## src/hdl/ldr_pkg.sv

```systemverilog
// Package for the LED dimming reference and calibration block
package ldr_pkg;
    localparam int ADIM_W = 8;
    localparam int CAL_W = 8;
    localparam logic [7:0] ADIM_RESET = 8'h00;
    localparam logic [7:0] ADIM_FULL = 8'hF0;
    localparam logic [7:0] CAL_RESET = 8'h00;
    localparam logic [2:0] DSCHG_DLY_DEFAULT = 3'h0;
    localparam int CLK_HZ = 40000000;
    localparam int CAL_TIME_US = 200;
    localparam int CAL_CYCLES = (CAL_TIME_US * (CLK_HZ / 1000000));
    localparam int DLY_UNIT_CYCLES = 16;

    typedef enum logic [3:0] {
        LDR_NORMAL = 4'h1,
        LDR_DISCHARGE = 4'h2,
        LDR_LIMP = 4'h4,
        LDR_LIMP_WAIT = 4'h8
    } ldr_mode_t;

    typedef struct packed {
        logic sel_set_pin;
        logic [7:0] level;
    } ldr_ref_t;

    typedef struct packed {
        logic enable;
        logic start;
        logic [7:0] wr_value;
    } ldr_cal_ctrl_t;
endpackage : ldr_pkg

```

## src/hdl/ldr_cal_engine.sv

```systemverilog
// Offset calibration sequencer with done flag and value selection
`timescale 1ns/1ps
`default_nettype none
module ldr_cal_engine #(
    parameter int CAL_CYCLES = ldr_pkg::CAL_CYCLES
) (
    input wire logic clock,
    input wire logic arst_n,
    input wire ldr_pkg::ldr_cal_ctrl_t ctrl,
    input wire logic [7:0] measured,
    output logic busy,
    output logic done,
    output logic [7:0] value
);
    logic [31:0] cnt_ff, nxt_cnt;
    logic busy_ff, nxt_busy;
    logic done_ff, nxt_done;
    logic [7:0] res_ff, nxt_res;

    always_comb begin
        nxt_cnt = cnt_ff;
        nxt_busy = busy_ff;
        nxt_done = done_ff;
        nxt_res = res_ff;
        if (busy_ff) begin
            if (!ctrl.enable) begin
                nxt_busy = 1'b0;
            end else if (cnt_ff == 32'(CAL_CYCLES - 1)) begin
                nxt_busy = 1'b0;
                nxt_done = 1'b1;
                nxt_res = measured;
            end else begin
                nxt_cnt = cnt_ff + 32'h1;
            end
        end else if (ctrl.start && ctrl.enable) begin
            nxt_busy = 1'b1;
            nxt_cnt = 32'h0;
            nxt_done = 1'b0;
        end
    end

    always_ff @(posedge clock or negedge arst_n) begin
        if (!arst_n) begin
            cnt_ff <= 32'h0;
            busy_ff <= 1'b0;
            done_ff <= 1'b0;
            res_ff <= ldr_pkg::CAL_RESET;
        end else begin
            cnt_ff <= nxt_cnt;
            busy_ff <= nxt_busy;
            done_ff <= nxt_done;
            res_ff <= nxt_res;
        end
    end

    assign busy = busy_ff;
    assign done = done_ff;
    // Routine result or host value, per enable bit
    assign value = ctrl.enable ? res_ff : ctrl.wr_value;
endmodule : ldr_cal_engine
`default_nettype wire

```

## src/hdl/ldr_top.sv

```systemverilog
// LED dimming reference selection, limp-home control and calibration
`timescale 1ns/1ps
`default_nettype none
// How it works
// - Default reference is SPI 8-bit level
// - Select bit uses min of set-pin, DAC
// - Limp-home input high enters limp-home
// - Switching needs dimming and enable high
// - Limp-home uses set pin, select flags set-pin source
// - Limp-home entry discharges with default delay
// - After discharge regulate only if dimming high
// - Calibration routine lasts about 200 us
// - Done flag set when routine ends
// - Result applied to dimming reference
// - Enable high uses and reads result
// - Enable low uses and reads host value
// - Start ignored while enable low
// - No correction at full dimming level
// - Gate drivers follow dimming input
module ldr_top #(
    parameter int CAL_CYCLES = ldr_pkg::CAL_CYCLES,
    parameter int DLY_UNIT = ldr_pkg::DLY_UNIT_CYCLES
) (
    input wire logic clock,
    input wire logic arst_n,
    input wire logic limp_home_in,
    input wire logic dim_pulse_in,
    input wire logic enable_uvlo_in,
    input wire logic dac_off,
    input wire logic [7:0] analog_dim_level,
    input wire logic [7:0] set_pin_level,
    input wire logic [2:0] discharge_delay_cfg,
    input wire logic s2g_below,
    input wire logic cal_enable,
    input wire logic cal_start,
    input wire logic [7:0] cal_value_wr,
    input wire logic [7:0] cal_measured,
    output logic gate_enable,
    output logic discharge_active,
    output logic limp_home_active,
    output logic [7:0] ref_level,
    output logic ref_from_set_pin,
    output logic cal_busy,
    output logic cal_done,
    output logic [7:0] cal_value
);
    ldr_pkg::ldr_mode_t mode_ff, nxt_mode;
    logic [15:0] dly_ff, nxt_dly;
    logic gate_ff, nxt_gate;
    logic dsch_ff, nxt_dsch;
    logic limp_ff, nxt_limp;
    ldr_pkg::ldr_ref_t ref_ff, nxt_ref;
    logic cbusy_ff, cdone_ff;
    logic [7:0] cval_ff;
    logic eng_busy, eng_done;
    logic [7:0] eng_value;
    ldr_pkg::ldr_cal_ctrl_t cal_ctrl;
    logic [7:0] dac_corr;
    logic [8:0] corr_sum;
    logic [15:0] dsch_len;

    assign cal_ctrl = '{enable: cal_enable, start: cal_start, wr_value: cal_value_wr};

    ldr_cal_engine #(
        .CAL_CYCLES(CAL_CYCLES)
    ) u_cal (
        .clock(clock),
        .arst_n(arst_n),
        .ctrl(cal_ctrl),
        .measured(cal_measured),
        .busy(eng_busy),
        .done(eng_done),
        .value(eng_value)
    );

    // Offset as signed byte; full level bypasses correction
    assign corr_sum = {1'b0, analog_dim_level} + {eng_value[7], eng_value};
    always_comb begin
        if (analog_dim_level >= ldr_pkg::ADIM_FULL) begin
            dac_corr = analog_dim_level;
        end else if (corr_sum[8] && !eng_value[7]) begin
            dac_corr = 8'hFF;
        end else if (!corr_sum[8] && eng_value[7]) begin
            dac_corr = 8'h00;
        end else begin
            dac_corr = corr_sum[7:0];
        end
    end

    // Limp-home discharge ignores the host setting
    assign dsch_len = 16'((32'(ldr_pkg::DSCHG_DLY_DEFAULT) + 1) * DLY_UNIT);

    always_comb begin
        nxt_mode = mode_ff;
        nxt_dly = dly_ff;
        unique case (mode_ff)
            ldr_pkg::LDR_NORMAL: begin
                if (limp_home_in) begin
                    nxt_mode = ldr_pkg::LDR_DISCHARGE;
                    nxt_dly = 16'h0;
                end
            end
            ldr_pkg::LDR_DISCHARGE: begin
                if (!limp_home_in) begin
                    nxt_mode = ldr_pkg::LDR_NORMAL;
                end else if (s2g_below && dly_ff >= dsch_len) begin
                    nxt_mode = ldr_pkg::LDR_LIMP_WAIT;
                end else if (dly_ff != 16'hFFFF) begin
                    nxt_dly = dly_ff + 16'h1;
                end
            end
            ldr_pkg::LDR_LIMP_WAIT: begin
                if (!limp_home_in) begin
                    nxt_mode = ldr_pkg::LDR_NORMAL;
                end else if (dim_pulse_in) begin
                    nxt_mode = ldr_pkg::LDR_LIMP;
                end
            end
            ldr_pkg::LDR_LIMP: begin
                if (!limp_home_in) begin
                    nxt_mode = ldr_pkg::LDR_NORMAL;
                end
            end
            default: begin
                nxt_mode = ldr_pkg::LDR_NORMAL;
            end
        endcase
    end

    always_comb begin
        nxt_limp = (nxt_mode != ldr_pkg::LDR_NORMAL);
        nxt_dsch = (nxt_mode == ldr_pkg::LDR_DISCHARGE);
        // No switching during discharge or while waiting for dimming
        nxt_gate = dim_pulse_in && enable_uvlo_in
            && (nxt_mode == ldr_pkg::LDR_NORMAL || nxt_mode == ldr_pkg::LDR_LIMP);
        nxt_ref.sel_set_pin = nxt_limp || dac_off;
        if (nxt_limp) begin
            nxt_ref.level = set_pin_level;
        end else if (dac_off) begin
            nxt_ref.level = (set_pin_level < dac_corr) ? set_pin_level : dac_corr;
        end else begin
            nxt_ref.level = dac_corr;
        end
    end

    always_ff @(posedge clock or negedge arst_n) begin
        if (!arst_n) begin
            mode_ff <= ldr_pkg::LDR_NORMAL;
            dly_ff <= 16'h0;
            gate_ff <= 1'b0;
            dsch_ff <= 1'b0;
            limp_ff <= 1'b0;
            ref_ff <= '{sel_set_pin: 1'b0, level: ldr_pkg::ADIM_RESET};
            cbusy_ff <= 1'b0;
            cdone_ff <= 1'b0;
            cval_ff <= ldr_pkg::CAL_RESET;
        end else begin
            mode_ff <= nxt_mode;
            dly_ff <= nxt_dly;
            gate_ff <= nxt_gate;
            dsch_ff <= nxt_dsch;
            limp_ff <= nxt_limp;
            ref_ff <= nxt_ref;
            cbusy_ff <= eng_busy;
            cdone_ff <= eng_done;
            cval_ff <= eng_value;
        end
    end

    assign gate_enable = gate_ff;
    assign discharge_active = dsch_ff;
    assign limp_home_active = limp_ff;
    assign ref_level = ref_ff.level;
    assign ref_from_set_pin = ref_ff.sel_set_pin;
    assign cal_busy = cbusy_ff;
    assign cal_done = cdone_ff;
    assign cal_value = cval_ff;
endmodule : ldr_top
`default_nettype wire

```

## config.mk

```make
export PLATFORM = sky130hd
export DESIGN_NAME = ldr_top
export DESIGN_NICKNAME = d
export VERILOG_FILES = /design/src/hdl/ldr_pkg.sv /design/src/hdl/ldr_cal_engine.sv /design/src/hdl/ldr_top.sv
export SDC_FILE = /design/constraint.sdc
export NUM_CORES = 1
export LEC_CHECK = 0
export ABC_AREA = 1
export BUFFER_PORTS_ARGS = -buffer_cell sky130_fd_sc_hd__clkbuf_2
export CAP_MARGIN = 0
export CORE_MARGIN = 5
export CORE_UTILIZATION = 30
export DETAILED_ROUTE_END_ITERATION = 12
export SLEW_MARGIN = 30
export SYNTH_ARGS = -nofsm -noshare
export SYNTH_HDL_FRONTEND = slang
export SYNTH_SLANG_ARGS = --single-unit
```

## constraint.sdc

```tcl
create_clock -name clock -period 4.7 [get_ports clock]
set_input_delay 0.235 -clock clock [delete_from_list [all_inputs] [get_ports clock]]
set_output_delay 0.235 -clock clock [all_outputs]
set_load 0.01 [all_outputs]
```

# [Word-level counts from Yosys, hierarchy flattened]
# Cells that the tools add are included.
[op_classes] add_sub_neg=3 n_lt_le_gt_ge=3 eq_ne=17 muxes=31 n_reduce_logical=16
[op_table] operator="32-bit 2-to-1 mux" n=4
[op_table] operator="16-bit 2-to-1 mux" n=4
[op_table] operator="8-bit 2-to-1 mux" n=7
[op_table] operator="32-bit by 1-bit adder with 32-bit output, second input constant" n=1
[op_table] operator="32-bit by 13-bit == test with 1-bit output, second input constant" n=1
[op_table] operator="16-bit case mux with 2 select lines" n=1
[op_table] operator="4-bit 2-to-1 mux" n=6
[op_table] operator="16-bit by 1-bit adder with 16-bit output, second input constant" n=1
[op_table] operator="16-bit by 5-bit >= comparator with 1-bit output, second input constant" n=1
[op_table] operator="16-bit != test, second input constant" n=1
[op_table] operator="4-bit case mux with 4 select lines" n=1
[op_table] operator="2-bit != test, second input constant" n=7
[op_table] operator="8-bit by 9-bit adder with 9-bit output" n=1
[op_table] operator="3-bit AND reduction" n=3
[op_table] operator="4-bit by 1-bit == test with 1-bit output, second input constant" n=2
[op_table] operator="4-bit by 2-bit == test with 1-bit output, second input constant" n=2
[op_table] operator="4-bit by 3-bit == test with 1-bit output, second input constant" n=2
[op_table] operator="8-bit >= comparator, second input constant" n=1
[op_table] operator="8-bit < comparator" n=1
[op_table] operator="1-bit 2-to-1 mux" n=8
[op_table] operator="1-bit logical AND" n=6
[op_table] operator="5-bit AND reduction" n=1
[op_table] operator="4-bit == test, second input constant" n=1
[op_table] operator="4-bit by 1-bit != test with 1-bit output, second input constant" n=1
[op_table] operator="other kinds (3)" n=6
[totals] reg_bits=84 in_bits=44 out_inout_bits=22 wordCells=84

# [Depth between registers and ports, before layout]
# Gate-level depths: netlist of the first run.
[depth] ltp_word=11 ltp_mapped=28 depth_no_buf=27

# [Hierarchy]
# From an unflattened synthesis of the first run, not the netlist that was laid out.
[unflattened] hier_cells=786 hier_area_um2=5763.0
[modules_own_cells] mod="ldr_cal_engine" instances=1 cells_each=463 area_per_inst_um2=3173.0 seq_area_each_um2=1051.0
[modules_own_cells] mod="ldr_top" instances=1 cells_each=323 area_per_inst_um2=2590.0 seq_area_each_um2=1052.3

# [Least setup slack after synthesis of the first run]
# Ideal clock, no wire load.
[synth_timing] path_kind="input to register" startpoint="input cal_enable" endpoint="register ref_ff (netlist bit ref_level[0])" setup_time_ns=0.066 arrival_ns=3.282 t_required_ns=4.634 slack_ns=1.352 stages=25 n_path_buf=1 cell_sequence="inv_1 > clkbuf_1 > nand2_1 > o21ai_0 > ha_1 > inv_1 > fa_1 > inv_1 > nand2_1 > nand2_1 > nand3_1 > nand2_1 > nand2_1 > nand2_1 > inv_1 > nand2_1 > inv_1 > ha_1 > a21oi_1 > nor2_1 > a2111oi_0 > nand2_2 > nand2_2 > nand2_1 > nand2_1"
[synth_lines] item="from (decl)" line="ldr_top.sv:34" source="input wire logic cal_enable,"
[synth_lines] item="to (signal assigned)" line="ldr_top.sv:153" source="ref_ff <= '{sel_set_pin: 1'b0, level: ldr_pkg::ADIM_RESET};"
[synth_lines] item="to (signal assigned)" line="ldr_top.sv:163" source="ref_ff <= nxt_ref;"
[synth_lines] item="to (decl)" line="ldr_top.sv:52" source="ldr_pkg::ldr_ref_t ref_ff, nxt_ref;"

==> results.md, run 1 <==
- The proportion of synthesized flip-flops having asynchronous set or reset is 1.00.
- The number of iterations in the first detailed-routing pass is 4.
- The max-slew violation count is 0.
- The number of maximum-capacitance violations is 0.
- The worst reg2reg path startpoint is u_cal.res_ff[0].
- The maximum fanout along the worst path is 9.
- The clock skew is about 0.0068 ns.
- The flip-flop cell with the highest count after synthesis is sky130_fd_sc_hd__dfrtp_1.
- The most common cell in the synthesized netlist is sky130_fd_sc_hd__nand2_1.
- The die area is 19600 um^2.
- The via count normalized by instance count is 4.73.
- Pin placement for this block handled 66 I/O pins.
- By area the synthesized netlist is led by sky130_fd_sc_hd__dfrtp_1 41%, sky130_fd_sc_hd__nand2_1 12%, sky130_fd_sc_hd__inv_1 7.3%.
- The fraction of met3 tracks used by global routing is 0.0220.
- The via count of the first global-routing pass is 4286.
- Of the cells placed in the final design, the portion with a size suffix greater than 1 is 0.124.
- The static leakage is roughly 2.7 nW.
- The maximum frequency from static timing analysis is roughly 270 MHz.
- The total track usage is 0.134.
- For the worst setup path, the data required time is 4.99 ns.
- The worst supply voltage drop on vdd is 0.000185 V.
- The total overflow reported by the global router is 0.
- Dividing total power by cell area gives a power density of around 300 nW/um^2.
- The summed instance area of the synthesized netlist is roughly 5000 um^2.
- The part of the Yosys area used for sequential elements is 0.416.
- In this run the horizontal extent of the chip is approximately 140 um.
- By area, the combinational part of the netlist is dominated by simple AND/OR/NAND/NOR gates.
- TritonCTS built the clock tree.
- STA classifies the critical path endpoint as a flip-flop.
- Setup repair after global routing left no endpoint under its margin.
- The clock net in this run drives a total of 84 sinks.
- Measured against its own limit, the worst slew margin works out to 0.501.
- The wire length of the first global-routing pass is roughly 21000 um.
- The adder-cell share of the synthesized area is 0.0485.
- Once layout is complete, the utilization of the core stands at 0.354.
- The class of the tightest hold or removal check is input pin to flip-flop.
- Routability-driven placement finished with a final weighted congestion of 0.904.
- The post-route minimum period is about 3.6 ns.
- Counting the fill cells in the layout gives 1796.
- The area share of xor/xnor cells in the synthesized design is 0.0416.
- For the pin with the worst max-slew slack, the measured transition is 0.747 ns.
- Relative to the synthesized area, the layout overhead comes to 16.2%.
- The initial antenna violation count was 0.
- The maximum clock insertion buffer count is 2.
- The number of input and output port buffers inserted is 62.
- The core region is roughly 17000 um^2.
- The final number of hold-violating endpoints is 0.
- The fraction of synthesized area in multiplexers is 0.
- The average detailed-routed wire length per instance is around 13 um.
- The share of synthesized area in the top cell type comes to 0.411.
- The cell row count is 47.
- In this run, the number of DRC markers left after iteration 0 of detailed routing was about 270.
- The H-tree depth is 3.
- Measured along the y axis, the die boundary spans 140 um.
- The accumulated negative setup slack is 0 ns.
- The average instance area after synthesis is 7.55 um^2.
- Clock-pin slew was measured on the worst setup and hold paths at around 0.060 ns.
- For this run, global-route usage on met2 was measured as 0.212.
- The data arrival at the endpoint of the critical path is 3.92 ns.
- The clock insertion delay at the later pin of the skew report is 0.34 ns.
- The critical path is of the flip-flop to flip-flop type.
- In this run, synthesis inferred 0 flip-flops with an integrated enable.
- For this run, global-route usage on met1 was measured as 0.183.
- The final wirelength is 12600 um.
- In this run the worst setup path begins at u_cal.res_ff[0].
- In the finished design, the share of the clock period the worst path needs comes to 0.774.
- sky130_fd_sc_hd__dfrtp_1 takes more of the synthesized area than any other cell.
- Ranked by instance count, the synthesized netlist is headed by 161 x sky130_fd_sc_hd__nand2_1, 98 x sky130_fd_sc_hd__inv_1, 83 x sky130_fd_sc_hd__dfrtp_1.
- The detail route stage leaves a number of antenna-violating nets equal to 0.
- 0 antenna diodes ended up in the layout.
- The worst setup path is launched from a flip-flop.
- For this run, the post-layout net count is 798.
- The number of nets handed over by synthesis was 733.
- The routing layer with the top usage in global route is met2.
- The startpoint identified for the worst hold timing path is dac_off.
- The number of flip-flops and latches in the synthesized netlist is 84.
- Yosys printed 0 warnings.
- After clock tree synthesis, the setup repair step added 0 buffers.
- The CTS buffer count is 9.
- The tree is rooted in a sky130_fd_sc_hd__clkbuf_16.
- The DRC violation count after routing is 0.
- The detailed placement HPWL is 9700 um.
- Of the total synthesized cell area, the portion taken by AND, OR, NAND and NOR gates is 0.290.
- The synthesized-area fraction occupied by ao, oa, aoi and oai cells is 0.114.
- The number of vias in the routed layout is 4538.
- The number of distinct library cells after synthesis is 40.
- The run finished with clean final reports.
- For this configuration, the core starts out at a cell density of 0.305.
- The cell count after synthesis is 670.
- The final-report setup violation count is 0.
- The maximum number of pins on one net before global-route repair is 44.
==> cells in the final DEF, fill, tap and decap left out, drive strengths merged, types with 4 or more instances in the layout <==
master / n
a21oi: 27
buf: 4
clkbuf: 73
dfrtp: 83
ha: 18
inv: 101
nand2: 164
nand3: 34
nand4: 16
nor2: 63
nor3: 33
nor4: 17
o21ai: 36
o31ai: 23
xor2: 23
==> registers in the layout (all words and copies together), names as in the netlist, 4 cells and up <==
| register | count |
|---|---|
| dly_ff | 16 |
| u_cal.cnt_ff | 32 |
| ref_level | 8 |
| cal_value | 8 |
| u_cal.res_ff | 8 |
| mode_ff | 4 |
==> power breakdown <==
group	leakage [nW]	switching, W	total (W)	internal (W)
combinational	1.47	0.000208	0.000312	0.000105
sequential	1.08	0.0000186	0.000782	0.000763
clock	0.125	0.000292	0.000663	0.000371
==> per-stage QoR <==
step	hold slack (ns)	cells	setup slack (ns)	power, W	area, um^2
after floorplan	-0.0606	670	1.35	0.00100	5060
after global placement	0.284	943	0.762	0.00111	5590
after detailed placement	0.283	943	0.724	0.00111	5590
after CTS	0.0806	959	1.04	0.00178	5870
after global routing	0.101	959	0.585	0.00186	5870
final	0.0916	959	1.06	0.00176	5870
==> cell families (layout without fill, tap and decap cells) <==
kind of cell,count (synthesis),count (layout)
AND/OR/NAND/NOR,332,332
adder cells (fa/ha/maj),19,19
buffers and inverters,114,183
flip-flops,84,84
XOR/XNOR,24,24
AO/OA/AOI/OAI,97,97
==> layout make-up <==
type | instances | area, um^2 | area share
Sequential cell | 84 | 2100 | 0.358
Inverter | 102 | 383 | 0.0652
Timing Repair Buffer | 66 | 345 | 0.0588
Clock inverter | 3 | 23.8 | 0.00405
Multi-Input combinational cell | 472 | 2500 | 0.425
Clock buffer | 12 | 246 | 0.0420
Tap cell | 220 | 275 | 0.0469
==> timing repair <==
item | 4_1_cts | 5_1_grt
endpoints found under the hold margin | 41 | 0
setup endpoints to repair | 0 | 0
hold buffers | 1 | 0
resized for setup | 0 | 0
==> path summary, 6_finish.rpt <==
path	to	slack, ns	cells past startpoint
max	ref_level[0]	1.06	23
min reg2reg	cal_done	0.38	0
min	ref_from_set_pin	0.09	3
min in group asynchronous	cal_value[0]	0.44	2
max reg2reg	ref_level[0]	1.06	23
max in group asynchronous	mode_ff[0]	3.31	3
==> critical path, stage by stage, from the launching register on <==
cell and delay [ns]:
sky130_fd_sc_hd__dfrtp_1 0.32, sky130_fd_sc_hd__inv_1 0.05, sky130_fd_sc_hd__o21ai_0 0.22, sky130_fd_sc_hd__ha_1 0.21, sky130_fd_sc_hd__inv_1 0.05, sky130_fd_sc_hd__fa_1 0.35, sky130_fd_sc_hd__inv_1 0.08, sky130_fd_sc_hd__nand2_1 0.06
sky130_fd_sc_hd__nand2_1 0.08, sky130_fd_sc_hd__nand3_1 0.08, sky130_fd_sc_hd__nand2_1 0.18, sky130_fd_sc_hd__nand2_1 0.10, sky130_fd_sc_hd__nand2_1 0.12, sky130_fd_sc_hd__inv_1 0.10, sky130_fd_sc_hd__nand2_1 0.09, sky130_fd_sc_hd__inv_1 0.04
sky130_fd_sc_hd__ha_1 0.28, sky130_fd_sc_hd__a21oi_1 0.15, sky130_fd_sc_hd__nor2_1 0.05, sky130_fd_sc_hd__a2111oi_0 0.38, sky130_fd_sc_hd__nand2_2 0.24, sky130_fd_sc_hd__nand2_2 0.20, sky130_fd_sc_hd__nand2_1 0.08, sky130_fd_sc_hd__nand2_1 0.06
==> metal layers <==
layer,up-vias,part of all wire
met2,95,0.46
met5,-,0
met4,0,0.017
met1,2092,0.49
li1,2337,-
met3,14,0.039
(Power assumes the default switching activity.)
==> inputs of run 2 (changes only) <==
Clock period 4.7 ns to 3.3 ns, I/O delays scaled along.
==> run 2 against run 1 <==
  * Sequential cell count did not move
  * Via count rose by 2.1%
  * Non-clock buffer count up 37
  * Critical path depth unchanged
  * Total power up 54%
  * Largest cell class unchanged
  * Combinational power is 81% higher
==> results.md, run 2 (synthesis results as in run 1) <==
- Status: complete, no violations (unchanged).
- The floorplan die height came to 140 um (unchanged).
- The horizontal die dimension is 140 um (unchanged).
- The die area is 19600 um^2 (unchanged).
- The routed length on met3 is 520 um (was 489 um).
- The layout filler cell count came to 1761 (was 1796).
- The power density relative to cell area is 429 nW/um^2 (was 299 nW/um^2).
- The post-route minimum period is 3.11 ns (was 3.64 ns).
- The post-layout net count came to 835 (was 798).
- The total track usage is 0.137 (was 0.134).
- The kind of start point of the critical path is a flip-flop (unchanged).
- The delay of the slowest cell on the worst path is 0.35 ns (was 0.38 ns).
- The CTS tree is built (unchanged).
- Registers with the highest flip-flop counts: u_cal.cnt_ff: 32 flops, dly_ff: 16 flops (unchanged).
- The data arrival at the endpoint of the critical path is 3.35 ns (was 3.92 ns).
- The antenna diode count is 0 (unchanged).
- The number of clock sinks is 84 (unchanged).
- The worst reg2reg path startpoint is u_cal.res_ff[0] (unchanged).
- The placed instance area is 5840 um^2 (was 5590 um^2).
- The final-report setup violation count came to 0 (unchanged).
- The most frequent standard cell in the layout excluding fill and tap cells is sky130_fd_sc_hd__nand2_1 (unchanged).
- The uppermost metal layer occupied by signal nets is met4 (unchanged).
- The kind of end point of the critical path is a flip-flop (unchanged).
- The H-tree depth came to 3 (unchanged).
- The total power draw is 0.00270 W (was 0.00176 W).
- The class of the tightest hold or removal check is input pin to flip-flop (unchanged).
- The average detailed-routed wire length per instance came to 12.9 um (was 13.2 um).
- The most prevalent standard cell on the critical path is sky130_fd_sc_hd__nand2_2 (was sky130_fd_sc_hd__nand2_1).
- The wire length of the first global-routing pass was 21800 um (was 21300 um).
- The fraction of layout cells with a size suffix above 1 is 0.208 (was 0.124).
- The number of iterations in the first detailed-routing pass is 5 (was 4).
- The final instance area is 6300 um^2 (was 5870 um^2).
- The maximum clock insertion buffer count is 2 (unchanged).
- The worst setup path category is flip-flop to flip-flop (unchanged).
- The sum of routed wire segments on met1 is 6070 um (was 6130 um).
- The via count normalized by instance count is 4.65 (was 4.73).
- The clock skew is 0.00649 ns (was 0.00680 ns).
- The clock insertion delay at the later pin of the skew report was 0.35 ns (was 0.34 ns).
- The static leakage was 2.86 nW (was 2.67 nW).
- The flip-flop count of the largest register, all copies and words added came to 32 (unchanged).
- The standard cell with the maximum stage delay on the critical path is sky130_fd_sc_hd__fa_2 (was sky130_fd_sc_hd__a2111oi_0).
- The required arrival time at the worst endpoint is 3.54 ns (was 4.99 ns).
- The starting density of the core is 0.305 (unchanged).
- The detailed placement HPWL is 9930 um (was 9700 um).
- The worst supply voltage drop on vdd is 0.000258 V (was 0.000185 V).
- The initial antenna violation count is 0 (unchanged).
- The remaining number of nets flagged by the antenna check after routing is 0 (unchanged).
- The hold path startpoint is enable_uvlo_in (was dac_off).
- The max-slew violation count is 0 (unchanged).
- The number of input and output port buffers inserted was 62 (unchanged).
- The beginning of the critical path was u_cal.res_ff[0] (unchanged).
- The final number of hold-violating endpoints is 0 (unchanged).
- The largest register by flop count is u_cal.cnt_ff (unchanged).
- The final wirelength is 12800 um (was 12600 um).
- Top library cells by usage in the layout, fill and taps aside: 153 x sky130_fd_sc_hd__nand2_1, 91 x sky130_fd_sc_hd__inv_1, 83 x sky130_fd_sc_hd__dfrtp_1 (was 161 x sky130_fd_sc_hd__nand2_1, 98 x sky130_fd_sc_hd__inv_1, 83 x sky130_fd_sc_hd__dfrtp_1).
- The total overflow reported by the global router is 0 (unchanged).
- The core area is 16600 um^2 (unchanged).
- The maximum number of pins on one net before global-route repair is 34 (was 44).
- The layout overhead on the synthesized area is 24.6% (was 16.2%).
- The worst relative slew slack is 0.556 (was 0.501).
- The master cell of the clock root buffer is sky130_fd_sc_hd__clkbuf_16 (unchanged).
- The routability-driven placement congestion ratio came to 0.931 (was 0.904).
- Series of cell instances along the critical path: inv_2 -> o21ai_2 -> ha_2 -> inv_2 -> fa_2 -> inv_2 -> nand2_2 -> nand2_2 -> nand2_2 -> nor2_2 -> nor2_1 -> inv_1 -> nor2_2 -> o21ai_2 -> inv_1 -> ha_1 -> nand2_1 -> nor2_2 -> a2111oi_4 -> nand2_2 -> buf_6 -> nand3_1 -> nand2_1 (was inv_1 -> o21ai_0 -> ha_1 -> inv_1 -> fa_1 -> inv_1 -> nand2_1 -> nand2_1 -> nand3_1 -> nand2_1 -> nand2_1 -> nand2_1 -> inv_1 -> nand2_1 -> inv_1 -> ha_1 -> a21oi_1 -> nor2_1 -> a2111oi_0 -> nand2_2 -> nand2_2 -> nand2_1 -> nand2_1).
- The via count of the first global-routing pass is 4514 (was 4286).
- The number of maximum-capacitance violations was 0 (unchanged).
- The iteration-0 DRC count of the detailed router was 218 (was 267).
- The combined area of the multi-input logic cells was 2610 um^2 (was 2500 um^2).
- The maximum fanout along the worst path was 4 (was 9).
- The area occupied by registers is 2100 um^2 (unchanged).
- The fraction of the cycle the final worst path needs was 0.942 (was 0.774).
- The final non-filler cell total came to 997 (was 959).
- The measured slew at the worst slew-check pin came to 0.665 ns (was 0.747 ns).
- The worst hold-check slack is 0.0264 ns (was 0.0916 ns).
- The met2 routed wirelength is 6000 um (was 5770 um).
- The number of vias in the routed layout is 4632 (was 4538).
- The accumulated negative setup slack is 0 ns (unchanged).
- The cell count after placement was 976 (was 943).
- The DRC violation count after routing was 0 (unchanged).
- The CTS clock-pin slew for the worst setup and hold paths is 0.07 ns (was 0.06 ns).
- The CTS buffer count is 9 (unchanged).
- The maximum frequency from static timing analysis is 322 MHz (was 275 MHz).
- The number of primary I/O pins is 66 (unchanged).
- The cell row count is 47 (unchanged).
run 2: cell types whose count changed in the layout (fill, tap and decap cells not counted), moves of 6 or more:
cell | previous run | this run
sky130_fd_sc_hd__buf_4 | 4 | 39
sky130_fd_sc_hd__o21ai_0 | 35 | 26
sky130_fd_sc_hd__nand2_1 | 161 | 153
sky130_fd_sc_hd__inv_1 | 98 | 91
sky130_fd_sc_hd__inv_2 | 3 | 10
sky130_fd_sc_hd__nand2_2 | 3 | 10
sky130_fd_sc_hd__o21ai_1 | 0 | 6
run 2: path summary, 6_finish.rpt:
check                           slack, ns               end  depth (start not counted)
max in group asynchronous            2.26        mode_ff[0]                          3
worst max-delay path                 0.19      ref_level[0]                         23
worst min register to register       0.38          cal_done                          0
min in group asynchronous            0.28  u_cal.cnt_ff[20]                          2
worst min-delay path                 0.03       gate_enable                          2
worst max register to register       0.19      ref_level[0]                         23
run 2: report_power, final:
group	switching [W]	internal (W)
clock network	0.000442	0.000589
logic	0.000338	0.000227
registers	0.0000221	0.00109
total	0.000802	0.00190
run 2: area by class of cell:
cell class	instances	area share
multi-input combinational	472	0.414
sequential	84	0.334
timing repair buffer	103	0.100
inverter	102	0.0608
tap	220	0.0437
clock buffer	9	0.0357
clock inverter	7	0.0119
run 2: timing repair:
action                                 4_1_cts  5_1_grt
resized for setup                            3       41
setup buffers                                2        2
endpoints found under the hold margin       26        0
setup endpoints to repair                    8        8
hold buffers                                 1        0
pin swaps                                    1       18
run 2: critical path, delay by kind of cell, from the launching register on:
| family | cells | cell delay, ns |
|---|---|---|
| buffers and inverters | 6 | 0.43 |
| AOI/OAI and AO/OA | 3 | 0.60 |
| DFF | 1 | 0.34 |
| adders and majority gates | 3 | 0.82 |
| and+or+nand+nor | 11 | 0.81 |
run 2: metrics by stage:
stage,worst slack [ns],util
final,0.192,0.380
after detailed placement,-0.247,0.352
after global placement,-0.183,0.352
after global routing,-0.0454,0.380
after CTS,0.0846,0.372
after floorplan,0.0217,-
run 2: layer usage:
| layer | global-route usage | up-vias |
|---|---|---|
| met5 | 0 | - |
| met4 | 0.0423 | 0 |
| met3 | 0.0353 | 16 |
| met2 | 0.211 | 91 |
| met1 | 0.188 | 2113 |
| li1 | - | 2412 |
